<file path="config.mk">
export PLATFORM = sky130hd
export DESIGN_NAME = phy_rx_status_10bt_ops_regs
export DESIGN_NICKNAME = d
export VERILOG_FILES = /design/src/phy_regs_pkg.sv /design/src/phy_rx_status_10bt_ops_regs.sv /design/src/pin_sync.sv /design/src/latch_high_flags.sv
export SDC_FILE = /design/constraint.sdc
export NUM_CORES = 1
export LEC_CHECK = 0
export BUFFER_PORTS_ARGS = -buffer_cell sky130_fd_sc_hd__buf_4
export CAP_MARGIN = 10
export CORE_MARGIN = 4
export CORE_UTILIZATION = 50
export DETAILED_ROUTE_END_ITERATION = 16
export PLACE_DENSITY = 0.68
export SETUP_SLACK_MARGIN = 0.05
export SKIP_CTS_REPAIR_TIMING = 1
export SLEW_MARGIN = 20
export SYNTH_ARGS = -nofsm -noshare
export SYNTH_HDL_FRONTEND = slang
export SYNTH_HIERARCHICAL = 1
export SYNTH_SLANG_ARGS = --single-unit
</file>
<file path="constraint.sdc">
create_clock -name CLK_SYS_IN -period 4 [get_ports CLK_SYS_IN]
set_input_delay 0.2 -clock CLK_SYS_IN [delete_from_list [all_inputs] [get_ports CLK_SYS_IN]]
set_output_delay 0.2 -clock CLK_SYS_IN [all_outputs]
set_load 0.03 [all_outputs]
</file>
<file path="src/phy_regs_pkg.sv">
// Constants shared by the PHY receive status and 10Base-T operations register logic.
package phy_regs_pkg;

	// Clock rate of the management domain.
	localparam int CLK_MHZ = 125;

	// Register addresses on the management port.
	localparam logic [4:0] ADDR_EVENT_STATUS = 5'h11;
	localparam logic [4:0] ADDR_TEN_BASE_T_OPS = 5'h12;

	// Receive event status field positions.
	localparam int EV_FALSE_CARRIER = 8;
	localparam int EV_INVALID_SYMBOL = 7;
	localparam int EV_HALT_SYMBOL = 6;
	localparam int EV_PREMATURE_END = 5;
	localparam int EV_AN_COMPLETE = 4;
	localparam int EV_SIGNAL_DETECT = 3;
	localparam int EV_JABBER = 2;
	localparam int EV_REMOTE_FAULT = 1;
	localparam int EV_LINK_STATUS = 0;

	// 10Base-T operations field positions.
	localparam int OPS_REMOTE_JABBER = 15;
	localparam int OPS_POLARITY_REVERSED = 14;
	localparam int OPS_JABBER_INHIBIT = 5;
	localparam int OPS_RESERVED_ONE = 4;
	localparam int OPS_AUTO_POLARITY_INHIBIT = 3;
	localparam int OPS_SQE_TEST_INHIBIT = 2;
	localparam int OPS_LINK_LOSS_INHIBIT = 1;
	localparam int OPS_SQUELCH_INHIBIT = 0;

	// Writable control bits 13:0 after reset; only the reserved bit 4 is one.
	localparam logic [13:0] OPS_CONTROL_RESET = 14'h0010;

	// 4B/5B code groups of interest.
	localparam logic [4:0] CODE_IDLE = 5'h1f;
	localparam logic [4:0] CODE_J = 5'h18;
	localparam logic [4:0] CODE_K = 5'h11;
	localparam logic [4:0] CODE_T = 5'h0d;
	localparam logic [4:0] CODE_R = 5'h07;
	localparam logic [4:0] CODE_HALT = 5'h04;

	// Jabber limit and the length of the collision pulse of the quality test.
	localparam int JABBER_TIME_US = 20000;
	localparam int JABBER_CYCLES = JABBER_TIME_US * CLK_MHZ;
	localparam int SQE_TIME_NS = 1000;
	localparam int SQE_CYCLES = (SQE_TIME_NS * CLK_MHZ + 999) / 1000;

	// Receive symbol tracker states.
	typedef enum logic [3:0] {
		SYM_IDLE   = 4'b0001,
		SYM_GOT_J  = 4'b0010,
		SYM_PACKET = 4'b0100,
		SYM_END    = 4'b1000
	} sym_state_t;

endpackage

</file>
<file path="src/phy_rx_status_10bt_ops_regs.sv">
// Receive event status and 10Base-T operations registers of the PHY with their control logic.
// How it works
// Non-idle start that is not a J then K pair sets the false-carrier flag.
// Latching-high flags hold until their register is read or reset, unless events recur.
// An erroneous symbol in a 100Base packet raises the receive error and invalid flag.
// A halt symbol in a packet is reported by receive error and sets its flag.
// Two idles in a row inside a packet set the premature-end flag.
// The four 100Base event flags are not updated in 10Base-T mode.
// Negotiation-complete shows zero unless negotiation is enabled and finished.
// Signal detect mirrors the present receive signal in 100Base-TX mode.
// Jabber bit is a latching-high copy of the transmit jabber detection.
// Remote-fault bit latches high like its twin in the basic status register.
// Link-status bit latches low like its twin in the basic status register.
// Management writes reserved operation bits with defaults, bit four as one.
// Receive-path jabber sets remote jabber; reading the register or reset clears it.
// Remote jabber is informational and drives no action on the port.
// Auto polarity inhibit low corrects reversed receive polarity, high leaves it.
// Quality test inhibit low runs the collision test after transmissions, high stops it.
// Link loss inhibit forces the 10Base-T link into the passed state.
// Reversed receive pair latches the polarity flag while operation continues normally.
// Jabber inhibit low checks transmit jabber, high skips the check.
// Squelch inhibit demands valid data then idle before the 10Base-T link passes.
// The collision test is suppressed in full duplex and repeater modes regardless.
// Reads return flags before clearing; a same-cycle event stays for the next read.
`timescale 1ns/1ps
module phy_rx_status_10bt_ops_regs #(
	parameter int JABBER_CYCLES = phy_regs_pkg::JABBER_CYCLES
) (
	// Clock and reset.
	input  wire logic        CLK_SYS_IN,
	input  wire logic        RESET_N_IN,
	// Management register port.
	input  wire logic [4:0]  MGMT_ADDR_IN,
	input  wire logic        MGMT_READ_IN,
	input  wire logic        MGMT_WRITE_IN,
	input  wire logic [15:0] MGMT_WDATA_IN,
	output logic      [15:0] MGMT_RDATA_OUT,
	output logic             MGMT_RVALID_OUT,
	// Operating mode from the rest of the PHY.
	input  wire logic        SPEED_100_IN,
	input  wire logic        FULL_DUPLEX_IN,
	input  wire logic        REPEATER_MODE_IN,
	input  wire logic        AN_ENABLE_IN,
	input  wire logic        AN_DONE_IN,
	input  wire logic        REMOTE_FAULT_IN,
	input  wire logic        LINK100_IN,
	// 100Base receive symbols.
	input  wire logic [4:0]  RX_SYMBOL_IN,
	input  wire logic        RX_SYMBOL_VALID_IN,
	output logic             RXER_OUT,
	// Twisted-pair receiver levels, asynchronous.
	input  wire logic        PAIR_SIGNAL_DETECT_IN,
	input  wire logic        PAIR_POLARITY_REVERSED_IN,
	// 10Base-T activity.
	input  wire logic        TX_EN_IN,
	input  wire logic        RX_CARRIER_IN,
	input  wire logic        RX10_VALID_DATA_IN,
	input  wire logic        RX10_IDLE_IN,
	input  wire logic        LINK_PULSE_FAIL_IN,
	// Port controls.
	output logic             LINK_PASS_OUT,
	output logic             JABBER_OUT,
	output logic             SQE_TEST_OUT,
	output logic             POLARITY_CORRECT_OUT
);

	localparam int JW = $clog2(JABBER_CYCLES + 1);
	localparam int SW = $clog2(phy_regs_pkg::SQE_CYCLES + 1);

	generate
		if (JABBER_CYCLES < 2) begin : g_bad_jabber
			$error("JABBER_CYCLES must be at least 2");
		end
	endgenerate

	// Access decode.
	logic        read_status;
	logic        read_ops;
	logic        write_ops;
	assign read_status = MGMT_READ_IN && (MGMT_ADDR_IN == phy_regs_pkg::ADDR_EVENT_STATUS);
	assign read_ops = MGMT_READ_IN && (MGMT_ADDR_IN == phy_regs_pkg::ADDR_TEN_BASE_T_OPS);
	assign write_ops = MGMT_WRITE_IN && (MGMT_ADDR_IN == phy_regs_pkg::ADDR_TEN_BASE_T_OPS);

	// Control bits 13:0 of the operations register, reserved ones kept as written.
	logic [13:0] ops_control;
	always_ff @(posedge CLK_SYS_IN) begin
		if (!RESET_N_IN) begin
			ops_control <= phy_regs_pkg::OPS_CONTROL_RESET;
		end else if (write_ops) begin
			ops_control <= MGMT_WDATA_IN[13:0];
		end
	end

	logic jabber_inhibit;
	logic auto_pol_inhibit;
	logic sqe_inhibit;
	logic link_loss_inhibit;
	logic squelch_inhibit;
	assign jabber_inhibit = ops_control[phy_regs_pkg::OPS_JABBER_INHIBIT];
	assign auto_pol_inhibit = ops_control[phy_regs_pkg::OPS_AUTO_POLARITY_INHIBIT];
	assign sqe_inhibit = ops_control[phy_regs_pkg::OPS_SQE_TEST_INHIBIT];
	assign link_loss_inhibit = ops_control[phy_regs_pkg::OPS_LINK_LOSS_INHIBIT];
	assign squelch_inhibit = ops_control[phy_regs_pkg::OPS_SQUELCH_INHIBIT];

	// Receiver pin levels.
	logic [1:0] pin_level;
	logic       signal_present;
	logic       pol_reversed;
	pin_sync #(
		.WIDTH(2)
	) u_pin_sync (
		.clk_in    (CLK_SYS_IN),
		.reset_n_in(RESET_N_IN),
		.async_in  ({PAIR_POLARITY_REVERSED_IN, PAIR_SIGNAL_DETECT_IN}),
		.level_out (pin_level)
	);
	assign signal_present = pin_level[0];
	assign pol_reversed = pin_level[1];

	// 100Base receive symbol tracking.
	phy_regs_pkg::sym_state_t sym_state;
	phy_regs_pkg::sym_state_t next_sym_state;
	logic prev_idle;
	logic next_prev_idle;
	logic ev_false_carrier;
	logic ev_invalid;
	logic ev_halt;
	logic ev_premature;

	function automatic logic is_data_code(input logic [4:0] c);
		case (c)
			5'h1e, 5'h09, 5'h14, 5'h15, 5'h0a, 5'h0b, 5'h0e, 5'h0f,
			5'h12, 5'h13, 5'h16, 5'h17, 5'h1a, 5'h1b, 5'h1c, 5'h1d: is_data_code = 1'b1;
			default: is_data_code = 1'b0;
		endcase
	endfunction

	always_comb begin
		next_sym_state = sym_state;
		next_prev_idle = prev_idle;
		ev_false_carrier = 1'b0;
		ev_invalid = 1'b0;
		ev_halt = 1'b0;
		ev_premature = 1'b0;
		if (RX_SYMBOL_VALID_IN && SPEED_100_IN) begin
			case (sym_state)
				phy_regs_pkg::SYM_IDLE: begin
					if (RX_SYMBOL_IN == phy_regs_pkg::CODE_J) begin
						next_sym_state = phy_regs_pkg::SYM_GOT_J;
					end else if (RX_SYMBOL_IN != phy_regs_pkg::CODE_IDLE) begin
						ev_false_carrier = 1'b1;
					end
				end
				phy_regs_pkg::SYM_GOT_J: begin
					next_prev_idle = 1'b0;
					if (RX_SYMBOL_IN == phy_regs_pkg::CODE_K) begin
						next_sym_state = phy_regs_pkg::SYM_PACKET;
					end else begin
						ev_false_carrier = 1'b1;
						next_sym_state = phy_regs_pkg::SYM_IDLE;
					end
				end
				phy_regs_pkg::SYM_PACKET: begin
					next_prev_idle = (RX_SYMBOL_IN == phy_regs_pkg::CODE_IDLE);
					if (RX_SYMBOL_IN == phy_regs_pkg::CODE_IDLE) begin
						if (prev_idle) begin
							ev_premature = 1'b1;
							next_sym_state = phy_regs_pkg::SYM_IDLE;
						end
					end else if (RX_SYMBOL_IN == phy_regs_pkg::CODE_T) begin
						next_sym_state = phy_regs_pkg::SYM_END;
					end else if (RX_SYMBOL_IN == phy_regs_pkg::CODE_HALT) begin
						ev_halt = 1'b1;
					end else if (!is_data_code(RX_SYMBOL_IN)) begin
						ev_invalid = 1'b1;
					end
				end
				phy_regs_pkg::SYM_END: begin
					if (RX_SYMBOL_IN != phy_regs_pkg::CODE_R) begin
						ev_invalid = 1'b1;
					end
					next_sym_state = phy_regs_pkg::SYM_IDLE;
				end
				default: begin
					next_sym_state = phy_regs_pkg::SYM_IDLE;
				end
			endcase
		end else if (!SPEED_100_IN) begin
			next_sym_state = phy_regs_pkg::SYM_IDLE;
			next_prev_idle = 1'b0;
		end
	end

	always_ff @(posedge CLK_SYS_IN) begin
		if (!RESET_N_IN) begin
			sym_state <= phy_regs_pkg::SYM_IDLE;
			prev_idle <= 1'b0;
		end else begin
			sym_state <= next_sym_state;
			prev_idle <= next_prev_idle;
		end
	end

	// Receive error toward the MAC or repeater is registered, one cycle after the offending symbol.
	always_ff @(posedge CLK_SYS_IN) begin
		if (!RESET_N_IN) begin
			RXER_OUT <= 1'b0;
		end else begin
			RXER_OUT <= ev_invalid || ev_halt;
		end
	end

	// Transmit and receive jabber timers.
	logic [JW-1:0] tx_jab_count;
	logic [JW-1:0] rx_jab_count;
	logic          ev_tx_jabber;
	logic          ev_rx_jabber;
	assign ev_tx_jabber = !SPEED_100_IN && TX_EN_IN && !jabber_inhibit
		&& (tx_jab_count == JW'(JABBER_CYCLES - 1));
	assign ev_rx_jabber = !SPEED_100_IN && RX_CARRIER_IN
		&& (rx_jab_count == JW'(JABBER_CYCLES - 1));

	always_ff @(posedge CLK_SYS_IN) begin
		if (!RESET_N_IN) begin
			tx_jab_count <= '0;
			JABBER_OUT <= 1'b0;
		end else if (SPEED_100_IN || !TX_EN_IN || jabber_inhibit) begin
			tx_jab_count <= '0;
			JABBER_OUT <= 1'b0;
		end else if (ev_tx_jabber) begin
			JABBER_OUT <= 1'b1;
		end else if (!JABBER_OUT) begin
			tx_jab_count <= tx_jab_count + JW'(1);
		end
	end

	// The receive jabber only feeds its flag; the port keeps running.
	logic rx_jabbering;
	always_ff @(posedge CLK_SYS_IN) begin
		if (!RESET_N_IN) begin
			rx_jab_count <= '0;
			rx_jabbering <= 1'b0;
		end else if (SPEED_100_IN || !RX_CARRIER_IN) begin
			rx_jab_count <= '0;
			rx_jabbering <= 1'b0;
		end else if (ev_rx_jabber) begin
			rx_jabbering <= 1'b1;
		end else if (!rx_jabbering) begin
			rx_jab_count <= rx_jab_count + JW'(1);
		end
	end

	// Latching-high flags of the two registers.
	logic [5:0] status_flags;
	logic [1:0] ops_flags;
	logic       remote_fault_d;
	logic       pol_reversed_d;
	always_ff @(posedge CLK_SYS_IN) begin
		if (!RESET_N_IN) begin
			remote_fault_d <= 1'b0;
			pol_reversed_d <= 1'b0;
		end else begin
			remote_fault_d <= REMOTE_FAULT_IN;
			pol_reversed_d <= pol_reversed;
		end
	end

	latch_high_flags #(
		.WIDTH(6)
	) u_status_flags (
		.clk_in    (CLK_SYS_IN),
		.reset_n_in(RESET_N_IN),
		.set_in    ({ev_false_carrier, ev_invalid, ev_halt, ev_premature,
			ev_tx_jabber, REMOTE_FAULT_IN && !remote_fault_d}),
		.clear_in  (read_status),
		.flag_out  (status_flags)
	);

	latch_high_flags #(
		.WIDTH(2)
	) u_ops_flags (
		.clk_in    (CLK_SYS_IN),
		.reset_n_in(RESET_N_IN),
		.set_in    ({ev_rx_jabber, pol_reversed && !pol_reversed_d}),
		.clear_in  (read_ops),
		.flag_out  (ops_flags)
	);

	// 10Base-T link integrity.
	logic link10;
	logic seen_data;
	always_ff @(posedge CLK_SYS_IN) begin
		if (!RESET_N_IN) begin
			link10 <= 1'b0;
			seen_data <= 1'b0;
		end else if (link_loss_inhibit) begin
			link10 <= 1'b1;
			seen_data <= 1'b0;
		end else if (LINK_PULSE_FAIL_IN) begin
			link10 <= 1'b0;
			seen_data <= 1'b0;
		end else if (!link10) begin
			if (!squelch_inhibit && RX10_VALID_DATA_IN) begin
				link10 <= 1'b1;
			end else if (squelch_inhibit && seen_data && RX10_IDLE_IN) begin
				link10 <= 1'b1;
			end
			if (RX10_VALID_DATA_IN) begin
				seen_data <= 1'b1;
			end
		end
	end

	logic link_now;
	assign link_now = SPEED_100_IN ? LINK100_IN : link10;

	// Link status latches low: a drop holds zero until read, then follows the link.
	logic link_latched;
	always_ff @(posedge CLK_SYS_IN) begin
		if (!RESET_N_IN) begin
			link_latched <= 1'b0;
		end else if (!link_now) begin
			link_latched <= 1'b0;
		end else if (read_status) begin
			link_latched <= 1'b1;
		end
	end

	// Collision pulse of the quality test after each transmission.
	logic          tx_en_d;
	logic [SW-1:0] sqe_count;
	always_ff @(posedge CLK_SYS_IN) begin
		if (!RESET_N_IN) begin
			tx_en_d <= 1'b0;
			sqe_count <= '0;
			SQE_TEST_OUT <= 1'b0;
		end else begin
			tx_en_d <= TX_EN_IN;
			if (tx_en_d && !TX_EN_IN && !SPEED_100_IN && !sqe_inhibit
				&& !FULL_DUPLEX_IN && !REPEATER_MODE_IN) begin
				sqe_count <= SW'(phy_regs_pkg::SQE_CYCLES);
				SQE_TEST_OUT <= 1'b1;
			end else if (sqe_count != '0) begin
				sqe_count <= sqe_count - SW'(1);
				SQE_TEST_OUT <= (sqe_count != SW'(1));
			end
		end
	end

	// Port control outputs.
	always_ff @(posedge CLK_SYS_IN) begin
		if (!RESET_N_IN) begin
			LINK_PASS_OUT <= 1'b0;
			POLARITY_CORRECT_OUT <= 1'b0;
		end else begin
			LINK_PASS_OUT <= link_now;
			POLARITY_CORRECT_OUT <= pol_reversed && !auto_pol_inhibit;
		end
	end

	// Read data: values before any clearing read takes effect.
	logic [15:0] status_word;
	always_comb begin
		status_word = 16'h0000;
		status_word[phy_regs_pkg::EV_FALSE_CARRIER] = status_flags[5];
		status_word[phy_regs_pkg::EV_INVALID_SYMBOL] = status_flags[4];
		status_word[phy_regs_pkg::EV_HALT_SYMBOL] = status_flags[3];
		status_word[phy_regs_pkg::EV_PREMATURE_END] = status_flags[2];
		status_word[phy_regs_pkg::EV_AN_COMPLETE] = AN_ENABLE_IN && AN_DONE_IN;
		status_word[phy_regs_pkg::EV_SIGNAL_DETECT] = SPEED_100_IN && signal_present;
		status_word[phy_regs_pkg::EV_JABBER] = status_flags[1];
		status_word[phy_regs_pkg::EV_REMOTE_FAULT] = status_flags[0];
		status_word[phy_regs_pkg::EV_LINK_STATUS] = link_latched;
	end

	always_ff @(posedge CLK_SYS_IN) begin
		if (!RESET_N_IN) begin
			MGMT_RDATA_OUT <= 16'h0000;
			MGMT_RVALID_OUT <= 1'b0;
		end else begin
			MGMT_RVALID_OUT <= MGMT_READ_IN;
			if (read_status) begin
				MGMT_RDATA_OUT <= status_word;
			end else if (read_ops) begin
				MGMT_RDATA_OUT <= {ops_flags, ops_control};
			end else if (MGMT_READ_IN) begin
				MGMT_RDATA_OUT <= 16'h0000;
			end
		end
	end

endmodule

</file>
<file path="src/pin_sync.sv">
// Three-stage synchroniser for asynchronous pin levels with agreement filter.
`timescale 1ns/1ps
module pin_sync #(
	parameter int WIDTH = 1
) (
	// Clock and reset.
	input  wire logic             clk_in,
	input  wire logic             reset_n_in,
	// Asynchronous levels and their filtered copies.
	input  wire logic [WIDTH-1:0] async_in,
	output logic      [WIDTH-1:0] level_out
);

	logic [WIDTH-1:0] stage1;
	logic [WIDTH-1:0] stage2;
	logic [WIDTH-1:0] stage3;

	always_ff @(posedge clk_in) begin
		if (!reset_n_in) begin
			stage1 <= '0;
			stage2 <= '0;
			stage3 <= '0;
		end else begin
			stage1 <= async_in;
			stage2 <= stage1;
			stage3 <= stage2;
		end
	end

	// A change counts once the second and third stages agree.
	genvar i;
	generate
		for (i = 0; i < WIDTH; i++) begin : g_bit
			always_ff @(posedge clk_in) begin
				if (!reset_n_in) begin
					level_out[i] <= 1'b0;
				end else if (stage2[i] == stage3[i]) begin
					level_out[i] <= stage3[i];
				end
			end
		end
	endgenerate

endmodule

</file>
<file path="src/latch_high_flags.sv">
// Bank of latching-high flags cleared by a register read, with set winning over clear.
`timescale 1ns/1ps
module latch_high_flags #(
	parameter int WIDTH = 1
) (
	// Clock and reset.
	input  wire logic             clk_in,
	input  wire logic             reset_n_in,
	// Event pulses and the clearing read.
	input  wire logic [WIDTH-1:0] set_in,
	input  wire logic             clear_in,
	// Latched flags.
	output logic      [WIDTH-1:0] flag_out
);

	genvar i;
	generate
		for (i = 0; i < WIDTH; i++) begin : g_flag
			always_ff @(posedge clk_in) begin
				if (!reset_n_in) begin
					flag_out[i] <= 1'b0;
				end else if (set_in[i]) begin
					flag_out[i] <= 1'b1;
				end else if (clear_in) begin
					flag_out[i] <= 1'b0;
				end
			end
		end
	endgenerate

endmodule

</file>
## Yosys cells after proc, flatten, opt, wreduce, memory -nomap -nowiden

Memories as Yosys holds them, arrays and structs flattened.
Index checks and enable logic that the tools add are counted.

- Add/subtract/negate cells: 3
- Equal/unequal tests: 23
- Muxes and demuxes: 60
- Bitwise logic cells: 6
- Reduce and logical (&&, ||, !) cells: 60

Operators by type and width:

| cell | number |
|---|---|
| 22-bit by 1-bit adder with 22-bit output (second input constant) | 2 |
| 22-bit equality test (second input constant) | 2 |
| 1-bit two-way mux | 44 |
| 16-bit two-way mux | 2 |
| 5-bit equality test (second input constant) | 5 |
| 4-bit two-way mux | 6 |
| 1-bit logical AND | 22 |
| 2-bit nonzero test | 10 |
| 7-bit two-way mux | 2 |
| 4-bit case mux with 3 select lines | 1 |
| 1-bit zero test | 11 |
| 2-bit AND reduction | 5 |
| 9-bit two-way mux | 1 |
| 4-bit != test (second input constant) | 2 |
| 2-bit OR reduction | 4 |
| 7-bit by 1-bit != test with 1-bit output (second input constant) | 1 |
| 7-bit nonzero test | 1 |
| 7-bit by 1-bit subtractor with 7-bit output (second input constant) | 1 |
| 1-bit NOT | 6 |
| 1-bit case mux with 2 select lines | 3 |
| 5-bit by 3-bit equality test with 1-bit output (second input constant) | 1 |
| 5-bit by 4-bit equality test with 1-bit output (second input constant) | 1 |
| 5-bit by 3-bit != test with 1-bit output (second input constant) | 1 |
| 5-bit != test (second input constant) | 1 |
| 13 further kinds | 17 |

- Flip-flop bits (word level): 115
- ROM bits: 32
- Input port bits: 45
- Output and inout bits: 22
- Word-level logic and storage cells: 188
- Memories: 1

Memories:

| name | words | bits a word | read ports | clocked after memory_dff | wr ports | line | source |
|---|---|---|---|---|---|---|---|
| (no name shown) | 32 | 1 | 1 | 0 | 0 | phy_rx_status_10bt_ops_regs.sv:131 | `case (c)` |

## Depth between registers and ports, before layout

Gate-level depths: netlist (run 1).

- Word-level depth: 13
- Gate-level depth with buffers: 7
- Depth with buffers taken out: 6

## Hierarchy

Netlist (run 1), hierarchy kept.

Modules (own cells, without submodules):

| module | times used | cells each | area an instance (um^2) | sequential area each (um^2) |
|---|---|---|---|---|
| phy_rx_status_10bt_ops_regs | 1 | 541 | 4528.1 | 1981.9 |
| pin_sync | 1 | 20 | 237.7 | 160.2 |
| latch_high_flags (u_status_flags) | 1 | 18 | 202.7 | 120.1 |
| latch_high_flags (u_ops_flags) | 1 | 6 | 67.6 | 40.0 |

## Worst setup path before layout (run 1)

OpenSTA, ideal clock, no wires.

- Path kind: flip-flop to flip-flop
- Start point: register rx_jab_count[0]
- End point: register rx_jab_count[2]
- Library setup time: 0.061 ns
- Data arrival time: 1.950 ns
- Required time: 3.939 ns
- Slack: 1.989 ns
- Cell stages (with the launch flop): 8
- Buffers on the path: 1
- Period minus slack after synthesis: 2.011 ns
- Path through: dfxtp_1 -> ha_1 -> nand4_2 -> or4b_4 -> o21a_1 -> buf_6 -> a211o_1 -> nand2_1

- Word-level cells in the longest chain between the ends: 4
- Elaborated cells between the ends (all ways): 5
- Those cells by class: add/sub: 1; eq/ne: 1; bitwise: 1; reduce/logical: 2

Ends and longest elaborated chain:

| item | line | source |
|---|---|---|
| start, declared | phy_rx_status_10bt_ops_regs.sv:215 | `logic [JW-1:0] rx_jab_count;` |
| start signal, assigned | phy_rx_status_10bt_ops_regs.sv:249 | `rx_jab_count <= rx_jab_count + JW'(1);` |
| parallel branches: the longest is 4 deep, another holds 22-bit by 1-bit adder with 22-bit output | - |  |

Parallel ways; which one is timed is not known.
A chain may end at the register's enable or synchronous reset.

## Worst setup path in the final report (run 1)

- Start point: register tx_jab_count[0]
- End point: register tx_jab_count[5]

- Word-level cells in the longest chain between the ends: 4
- Elaborated cells between the ends (all ways): 5
- Those cells by class: add/sub: 1; eq/ne: 1; bitwise: 1; reduce/logical: 2

Ends and longest elaborated chain:

| item | line | source |
|---|---|---|
| start, declared | phy_rx_status_10bt_ops_regs.sv:214 | `logic [JW-1:0] tx_jab_count;` |
| start signal, assigned | phy_rx_status_10bt_ops_regs.sv:233 | `tx_jab_count <= tx_jab_count + JW'(1);` |
| parallel branches: the longest is 4 deep, another holds 22-bit by 1-bit adder with 22-bit output | - |  |

Parallel ways; which one is timed is not known.

==> results by group, run 1 <==
Clocking
  • CTS Buf Count: 17
  • H-tree depth: 4
  • Cell at the root of the clock tree: clkbuf_8
  • CTS Sinks: 115
  • CTS tree: yes
  • Clk buf depth: 2
  • Clk_lat worst skew: 0.52 ns
  • Clock-pin slew on the worst setup and hold paths: 0.05 ns

Synthesis
  • Sequential share of the synthesized area: 0.457
  • Yosys cell types: 56
  • Post-synth net total: 634
  • Post-synth ARST share: 0
  • Syn_area_per_cell: 8.61 sq um
  • Synthesized area: 5040 sq um
  • Main flop type after synthesis: dfxtp_1
  • EDFF count, synth: 0
  • Cell count after synthesis: 585
  • Yosys reg bits: 115
  • Synth warn: 6

Final layout
  • Fillers: 812
  • Most frequent cells in the layout: dfxtp_1 (115), nand2_1 (65), nor2_1 (65), buf_4 (65), a21oi_1 (35)
  • Final Instance Count excl. Fillers: 814
  • Share of layout cells above drive strength 1: 0.159
  • Commonest non-fill, non-tap cell in the layout: dfxtp_1
  • Final #Nets: 717
  • Inserted Diodes: 0
  • Register area: 2300 sq um
  • Area Overhead vs Synth: 26.7%
  • Multi-input gate area: 2610 sq um

Timing
  • Relative max-transition margin: 0.290
  • RSZ-0062 raised after global routing: false
  • Final setup violating endpoints: 0
  • Max Freq: 0.413 GHz
  • Final Skew: 0.00543 ns
  • Final hold violations: 0
  • TNS Setup: 0 ns
  • Worst slew pin tran: 1.06 ns
  • Final Max Tran Viols: 0
  • Fin crit share: 0.605
  • Post-layout min period: 2.42 ns

Routing
  • DRC marker count from the first detailed-route iteration: 189
  • Drt wl/cell: 14.4 um
  • Routed vias/inst: 5.49
  • Router iterations before antenna repair: 6
  • Antenna-violating nets left: 0
  • Via count: 4472
  • DRC: 0
  • Drt total wl: 11800 um

Min path
  • Worst Hold Depth: 3
  • Worst hold path class: input port to flip-flop

Place
  • Detail Placement HPWL: 7650 um
  • GPL Wtd Cong: 0.829
  • Dpl cells: 761
  • Port Buf Inserts: 64

Floorplanning
  • # rows: 36
  • I/O pins: 67
  • Initial core utilization: 0.515
  • Core Footprint: 9770 sq um
  • Die Ht: 108 um
  • Die footprint: 11700 sq um
  • Die W: 108 um

Flow run
  • Max Cap Violations: 0

Global route
  • Number of global-route vias before repair: 4187
  • First-pass GRT wire length: 19500 um
  • Antenna violations before repair: 0
  • Overall routing resource usage: 0.210
  • Global route overflow: 0
  • Largest net degree at the start of global routing: 38

Worst setup path
  • FF-to-FF path depth: 6
  • Worst setup SP type: flip-flop
  • CP Max Fanout: 13
  • Critical Path RT: 4.43 ns
  • CP Capture Type: flip-flop
  • Arrival @ worst endpoint: 2.85 ns
  • Crit Path Class: flip-flop to flip-flop

Pwr
  • LEAKAGE: 2.36 nW
  • Pwr Density: 469 nW/um^2
  • VDD IR-drop max: 0.387 mV

Outcome
  • Outcome: finished, final reports clean
cell usage after synthesis (6+ instances only):
cell type	number	area (sq um)
clkbuf_1	14	52.6
a21oi_1	35	175
and2_2	6	45.0
xor2_1	17	149
nand2b_1	8	50.1
nor2b_1	18	113
o21a_1	11	82.6
o21ai_0	16	80.1
nand4_1	12	75.1
nand2_1	65	244
dfxtp_1	115	2300
nor3_1	15	75.1
nor2_1	65	244
a211oi_1	10	75.1
inv_1	10	37.5
nor4b_1	10	87.6
nor4_1	6	37.5
xnor2_1	14	123
nand3_1	32	160
and2_1	10	62.6
a22oi_1	8	60.1
or4_1	7	52.6
o211ai_1	7	52.6
and3_1	6	37.5
kinds of logic after synthesis:
group	after synthesis	synth area share
AND/OR/NAND/NOR	293	0.312
flip-flops	115	0.457
buffers and inverters	33	0.0266
AO/OA/AOI/OAI	105	0.132
adder cells (fa/ha/maj)	4	0.00994
multiplexers	4	0.00795
XOR/XNOR	31	0.0539
layer usage:
| layer | part of all wire | routed length, um | GRT usage | vias to the layer above |
|---|---|---|---|---|
| met2 | 0.48 | 5640 | 0.325 | 110 |
| met4 | 0.011 | 125 | 0.0866 | 0 |
| met3 | 0.045 | 526 | 0.0561 | 9 |
| met1 | 0.46 | 5460 | 0.277 | 2087 |
| li1 | - | - | - | 2266 |
| met5 | 0 | 0 | 0 | - |
report_power, final:
group | internal (mW) | leakage (nW) | switching, mW | total (mW)
clock network | 0.940 | 0.279 | 0.505 | 1.45
registers | 1.19 | 0.933 | 0.0323 | 1.22
logic | 0.148 | 1.15 | 0.174 | 0.322
path summary, 6_finish.rpt:
| kind | slack, ns | to | start |
|---|---|---|---|
| setup / recovery | 1.58 | tx_jab_count[5] | tx_jab_count[0] |
| hold / removal | 0.005 | LINK_PASS_OUT | LINK100_IN |
| setup reg to reg | 1.58 | tx_jab_count[5] | tx_jab_count[0] |
| hold reg to reg | 0.45 | sqe_count[6] | sqe_count[6] |
area by class of cell:
type	count	area share
multi-input combinational	437	0.408
sequential	115	0.361
timing repair buffer	86	0.109
clock buffer	21	0.0673
tap	133	0.0261
clock inverter	11	0.0214
inverter	11	0.00647
through the flow:
| stage | worst slack (ns) | instance area, sq um | hold slack (ns) | power [mW] | utilization |
|---|---|---|---|---|---|
| detailed placement | 1.61 | 5600 | 0.385 | 1.55 | 0.573 |
| global route | 1.29 | 6380 | 0.0299 | 3.12 | 0.653 |
| global placement | 1.69 | 5600 | 0.376 | 1.54 | 0.573 |
| CTS | 1.57 | 6170 | -0.175 | 3.01 | 0.631 |
| finish | 1.58 | 6380 | 0.00484 | 2.99 | 0.653 |
| floorplan | 1.99 | 5040 | 0.277 | 1.45 | - |
state kept, by name (all words and copies together) (netlist names), 4 cells and up:
signal and cells:
rx_jab_count 22, tx_jab_count 22, MGMT_RDATA_OUT 16, ops_control 14
sqe_count 7, u_status_flags/flag_out 6, sym_state 4
critical path: stages, from the launching register on:
cell and delay (ns):
dfxtp_1 0.38, ha_1 0.20, nand4_1 0.27, or3_1 0.47, o21bai_1 0.65, o21ai_0 0.21, a21oi_1 0.16
(Power assumes the default switching activity.)
==> inputs of run 2 (changes only) <==
Settings changed: PLACE_DENSITY 0.68 to 0.7.
Clock period 4 ns to 2 ns, I/O delays scaled along.
==> run 2 against run 1 <==
Compared with the run above: the run now ends with negative hold slack left; cell count grew 2.8%; total power grew 110%; global-route usage grew 0.13 points; sequential share of layout area shrank 1.5 points; largest cell class unchanged; die area is the same.
==> results by group, run 2 (synthesized netlist as in run 1, its figures left out) <==
Pwr
  • VDD IR-drop max: 0.647 mV
  • Sequential Power Share: 0.398
  • Pwr Density: 925 nW/um^2
  • Clock group share of total power: 0.494
  • Gate power share: 0.108
  • NetSw: 1.52 mW
  • Sw Ratio: 0.247
  • Internal: 4.63 mW
  • Total power draw: 6.15 mW
  • LEAKAGE: 2.48 nW

Timing
  • Relative max-transition margin: 0.617
  • Fin crit share: 0.953
  • Post-layout min period: 1.91 ns
  • Final Skew: 0.00789 ns
  • Final Max Tran Viols: 0
  • Final hold violations: 1
  • RSZ-0062 raised after global routing: true
  • Worst slew pin tran: 0.575 ns
  • Max Freq: 0.525 GHz
  • Final setup violating endpoints: 0
  • Hold Worst Slack: -0.0273 ns

Place
  • Detail Placement HPWL: 8200 um
  • GPL Wtd Cong: 0.835
  • Port Buf Inserts: 64

Flow run
  • Max Cap Violations: 0

Final layout
  • Layout Utilization: 0.680
  • Share of layout cells above drive strength 1: 0.192
  • Largest registers in the final layout: rx_jab_count x22, tx_jab_count x22, MGMT_RDATA_OUT x16
  • Final #Nets: 740
  • Inserted Diodes: 0
  • Commonest non-fill, non-tap cell in the layout: dfxtp_1
  • Fillers: 806
  • Most frequent cells in the layout: dfxtp_1 (115), buf_4 (84), nand2_1 (65), nor2_1 (65), a21oi_1 (35)
  • Area Overhead vs Synth: 32.0%

Worst setup path
  • CP cell instances: ha_1 -> nand4_1 -> or3_1 -> o21bai_1 -> buf_4 -> nor3_1 -> mux2i_1
  • Reg-to-Reg End: tx_jab_count[8]
  • Crit-path max cell delay: 0.43 ns
  • Register-to-register path setup slack: 0.09 ns
  • Crit-path slowest cell: or3_1
  • CP Capture Type: flip-flop
  • Top delay family on crit path: simple AND/OR/NAND/NOR gates
  • Worst setup SP type: flip-flop
  • Worst path bufs/invs: 1
  • Crit Path Class: flip-flop to flip-flop
  • Reg2reg start: tx_jab_count[0]
  • FF-to-FF path depth: 7
  • Crit path depth: 7
  • Arrival @ worst endpoint: 2.30 ns
  • Critical Path RT: 2.39 ns
  • CP Max Fanout: 13

Clocking
  • Cell at the root of the clock tree: clkbuf_8
  • CTS Sinks: 115
  • Clk_lat worst skew: 0.52 ns
  • CTS tree: yes
  • H-tree depth: 4
  • CTS Buf Count: 17
  • Clk buf depth: 2
  • Clock-pin slew on the worst setup and hold paths: 0.06 ns

Routing
  • Routed vias/inst: 5.49
  • Drt wl/cell: 14.5 um
  • Drt total wl: 12100 um
  • DRC: 0
  • Via count: 4598
  • DRC marker count from the first detailed-route iteration: 234
  • Antenna-violating nets left: 0
  • Router iterations before antenna repair: 4

Min path
  • Min-Delay Endpoint: sym_state[2]
  • Worst hold start: RX_SYMBOL_IN[4]
  • Worst hold path class: input port to flip-flop
  • Worst Hold Depth: 3

Global route
  • First-pass GRT wire length: 19900 um
  • Number of global-route vias before repair: 4295
  • Global route overflow: 0
  • Largest net degree at the start of global routing: 33
  • Overall routing resource usage: 0.211
  • Antenna violations before repair: 0

Outcome
  • Failing checks: negative hold slack
  • Outcome: complete, but fails checks

Floorplanning
  • Initial core utilization: 0.515
  • Die footprint: 11700 sq um
  • I/O pins: 67
  • Core Footprint: 9770 sq um
  • # rows: 36
  • Die W: 108 um
  • Die Ht: 108 um
[run 2: cell types whose count changed in the layout (fill, tap and decap cells not counted), moves of 3 or more]
cell / delta
clkbuf_1: -4
dlygate4sd3_1: +4
clkinv_2: -5
buf_4: +19
inv_6: +3
clkinvlp_4: +4
[run 2: worst max-delay path by stage]
stage	to	startpoint
finish	tx_jab_count[8]	tx_jab_count[0]
global route	tx_jab_count[8]	tx_jab_count[0]
CTS	rx_jab_count[2]	rx_jab_count[1]
detailed placement	rx_jab_count[2]	rx_jab_count[1]
global placement	rx_jab_count[2]	rx_jab_count[1]
floorplan	rx_jab_count[2]	rx_jab_count[0]
[run 2: worst register-to-register path, delay by kind of cell, from the launching register on]
family,cells,cell delay [ns]
mux,1,0.12
compound gates,1,0.19
fa+ha+maj,1,0.21
simple gates,3,0.65
flops,1,0.39
buf+inv,1,0.21
[run 2: layout make-up]
cell class	instances	area [sq um]	share of cell area
Multi-Input combinational cell	437	2650	0.399
Sequential cell	115	2300	0.346
Timing Repair Buffer	109	881	0.132
Clock buffer	18	428	0.0644
Clock inverter	14	176	0.0265
Tap cell	133	166	0.0250
Inverter	11	41.3	0.00621
[run 2: stage by stage]
stage                     instances  setup slack [ns]  setup TNS, ns  area, sq um
final                           837            0.0938              0         6650
after floorplan                 585            0.0537              0         5060
after global routing            837           -0.0387        -0.0898         6650
after detailed placement        780            0.0668              0         5770
after CTS                       812            0.0563              0         6370
after global placement          780            0.0810              0         5770
[run 2: routing by layer]
metal | GRT usage | vias to the layer above | wire length [um]
met4 | 0.0866 | 0 | 249
met1 | 0.272 | 2172 | 5480
li1 | - | 2300 | -
met5 | 0 | - | 0
met3 | 0.0501 | 24 | 556
met2 | 0.341 | 102 | 5820
[run 2: power groups by stage]
stage	Clock [mW]	Combinational [mW]	Sequential, mW
detailed placement	0	0.621	2.49
finish	3.04	0.666	2.45
global placement	0	0.604	2.49
floorplan	0	0.388	2.52
global route	3.20	0.753	2.46
CTS	3.09	0.626	2.44
==> inputs of run 3 (changes only) <==
Settings changed: CORE_ASPECT_RATIO set to 0.8, SLEW_MARGIN 20 to 10.
==> run 3 against run 2 <==
Compared with the run above: sequential cell count stayed put; register-to-register slack better by 0.02 ns; clock power shrank 5%; largest power group unchanged; the run now ends clean; largest cell class unchanged; first-iteration DRC count up 18%; sequential share of layout area rose by 0.42 points.
==> results by group, run 3 (synthesized netlist as in run 1, its figures left out) <==
Outcome
  • Outcome: finished, final reports clean

Clocking
  • Cell at the root of the clock tree: clkbuf_16
  • CTS Sinks: 115
  • H-tree depth: 4
  • Clock-pin slew on the worst setup and hold paths: 0.05 ns
  • CTS Buf Count: 17
  • CTS tree: yes
  • Clk buf depth: 2
  • Clk_lat worst skew: 0.40 ns

Timing
  • Max Freq: 0.530 GHz
  • Hold Worst Slack: 0.00725 ns
  • RSZ-0062 raised after global routing: true
  • Post-layout min period: 1.89 ns
  • Worst slew pin tran: 0.596 ns
  • Fin crit share: 0.944
  • Final hold violations: 0
  • TNS Setup: 0 ns
  • Final Max Tran Viols: 0
  • Relative max-transition margin: 0.603
  • Final Skew: 0.00622 ns
  • Final setup violating endpoints: 0

Routing
  • DRC marker count from the first detailed-route iteration: 276
  • Drt total wl: 12400 um
  • Top layer in use: met4
  • Router iterations before antenna repair: 5
  • Drt wl/cell: 14.8 um
  • Routed vias/inst: 5.50
  • DRT met1 WL: 5810 um
  • Detail Route met3 WL: 686 um
  • Antenna-violating nets left: 0
  • Via count: 4609
  • DRC: 0
  • DR WL met2: 5700 um

Global route
  • Number of global-route vias before repair: 4276
  • Global route overflow: 0
  • First-pass GRT wire length: 20100 um
  • Antenna violations before repair: 0
  • Overall routing resource usage: 0.208
  • Largest net degree at the start of global routing: 34

Floorplanning
  • Core Footprint: 9730 sq um
  • Die W: 120 um
  • # rows: 32
  • Die footprint: 11800 sq um
  • Initial core utilization: 0.518
  • Die Ht: 97.8 um
  • I/O pins: 67

Worst setup path
  • Crit-path slowest cell: or3_1
  • CP cell instances: ha_2 -> nand4_1 -> or3_1 -> o21bai_2 -> buf_4 -> xor2_1 -> nor2_1
  • CP Capture Type: flip-flop
  • Worst setup SP type: flip-flop
  • FF-to-FF path depth: 7
  • Critical Path RT: 2.29 ns
  • Crit Path Class: flip-flop to flip-flop
  • Arrival @ worst endpoint: 2.18 ns
  • CP Max Fanout: 7
  • Crit-path max cell delay: 0.45 ns
  • Register-to-register path setup slack: 0.11 ns

Pwr
  • VDD IR-drop max: 0.694 mV
  • LEAKAGE: 2.48 nW
  • Pwr Density: 910 nW/um^2

Place
  • Detail Placement HPWL: 8440 um
  • Port Buf Inserts: 64
  • GPL Wtd Cong: 0.819
  • Dpl cells: 785

Min path
  • Worst Hold Depth: 3
  • Worst hold path class: input port to flip-flop

Final layout
  • Largest registers in the final layout: rx_jab_count x22, tx_jab_count x22, MGMT_RDATA_OUT x16
  • Fillers: 792
  • Commonest non-fill, non-tap cell in the layout: dfxtp_1
  • Final Instance Count excl. Fillers: 838
  • Most frequent cells in the layout: dfxtp_1 (112), buf_4 (87), nand2_1 (65), nor2_1 (65), a21oi_1 (35)
  • Register area: 2310 sq um
  • Share of layout cells above drive strength 1: 0.201
  • Multi-input gate area: 2650 sq um
  • Final #Nets: 738
  • Inserted Diodes: 0
  • Area Overhead vs Synth: 30.7%

Flow run
  • Max Cap Violations: 0
## run 3: report_power, final
group	leakage, nW	switching (mW)	internal (mW)
combinational	1.26	0.349	0.303
sequential	0.934	0.0627	2.38
clock	0.281	1.06	1.83
## run 3: through the flow
step	power, mW	util	area, sq um	worst slack [ns]
6_report	5.99	0.676	6580	0.112
5_1_grt	6.23	0.676	6580	0.0234
4_1_cts	6.00	0.653	6350	0.0404
3_5_place_dp	3.11	0.595	5790	0.0544
3_3_place_gp	3.09	0.595	5790	0.0887
2_1_floorplan	2.90	-	5060	0.0537
## run 3: per-layer routing
metal | vias up | track usage
li1 | 2303 | -
met5 | - | 0
met3 | 19 | 0.0544
met1 | 2147 | 0.283
met2 | 140 | 0.319
met4 | 0 | 0.0748
## run 3: worst paths after layout
check | start | end
max | tx_jab_count[0] | tx_jab_count[0]
min | RX_SYMBOL_VALID_IN | sym_state[1]
max reg2reg | tx_jab_count[0] | tx_jab_count[0]
min reg2reg | u_pin_sync/stage1[1] | u_pin_sync/stage2[1]
## run 3: cell type report
class	count	area share
clock buffer	19	0.0658
clock inverter	13	0.0207
inverter	11	0.00627
multi-input combinational	437	0.402
sequential	115	0.350
tap	136	0.0259
timing repair buffer	107	0.129
## run 3: critical path, delay by kind of cell (launching register included)
family | cells | cell delay [ns]
AOI/OAI and AO/OA | 1 | 0.16
xor gates and xnor gates | 1 | 0.18
adders and majority gates | 1 | 0.20
buffers and inverters | 1 | 0.18
DFF | 1 | 0.35
and+or+nand+nor | 3 | 0.70
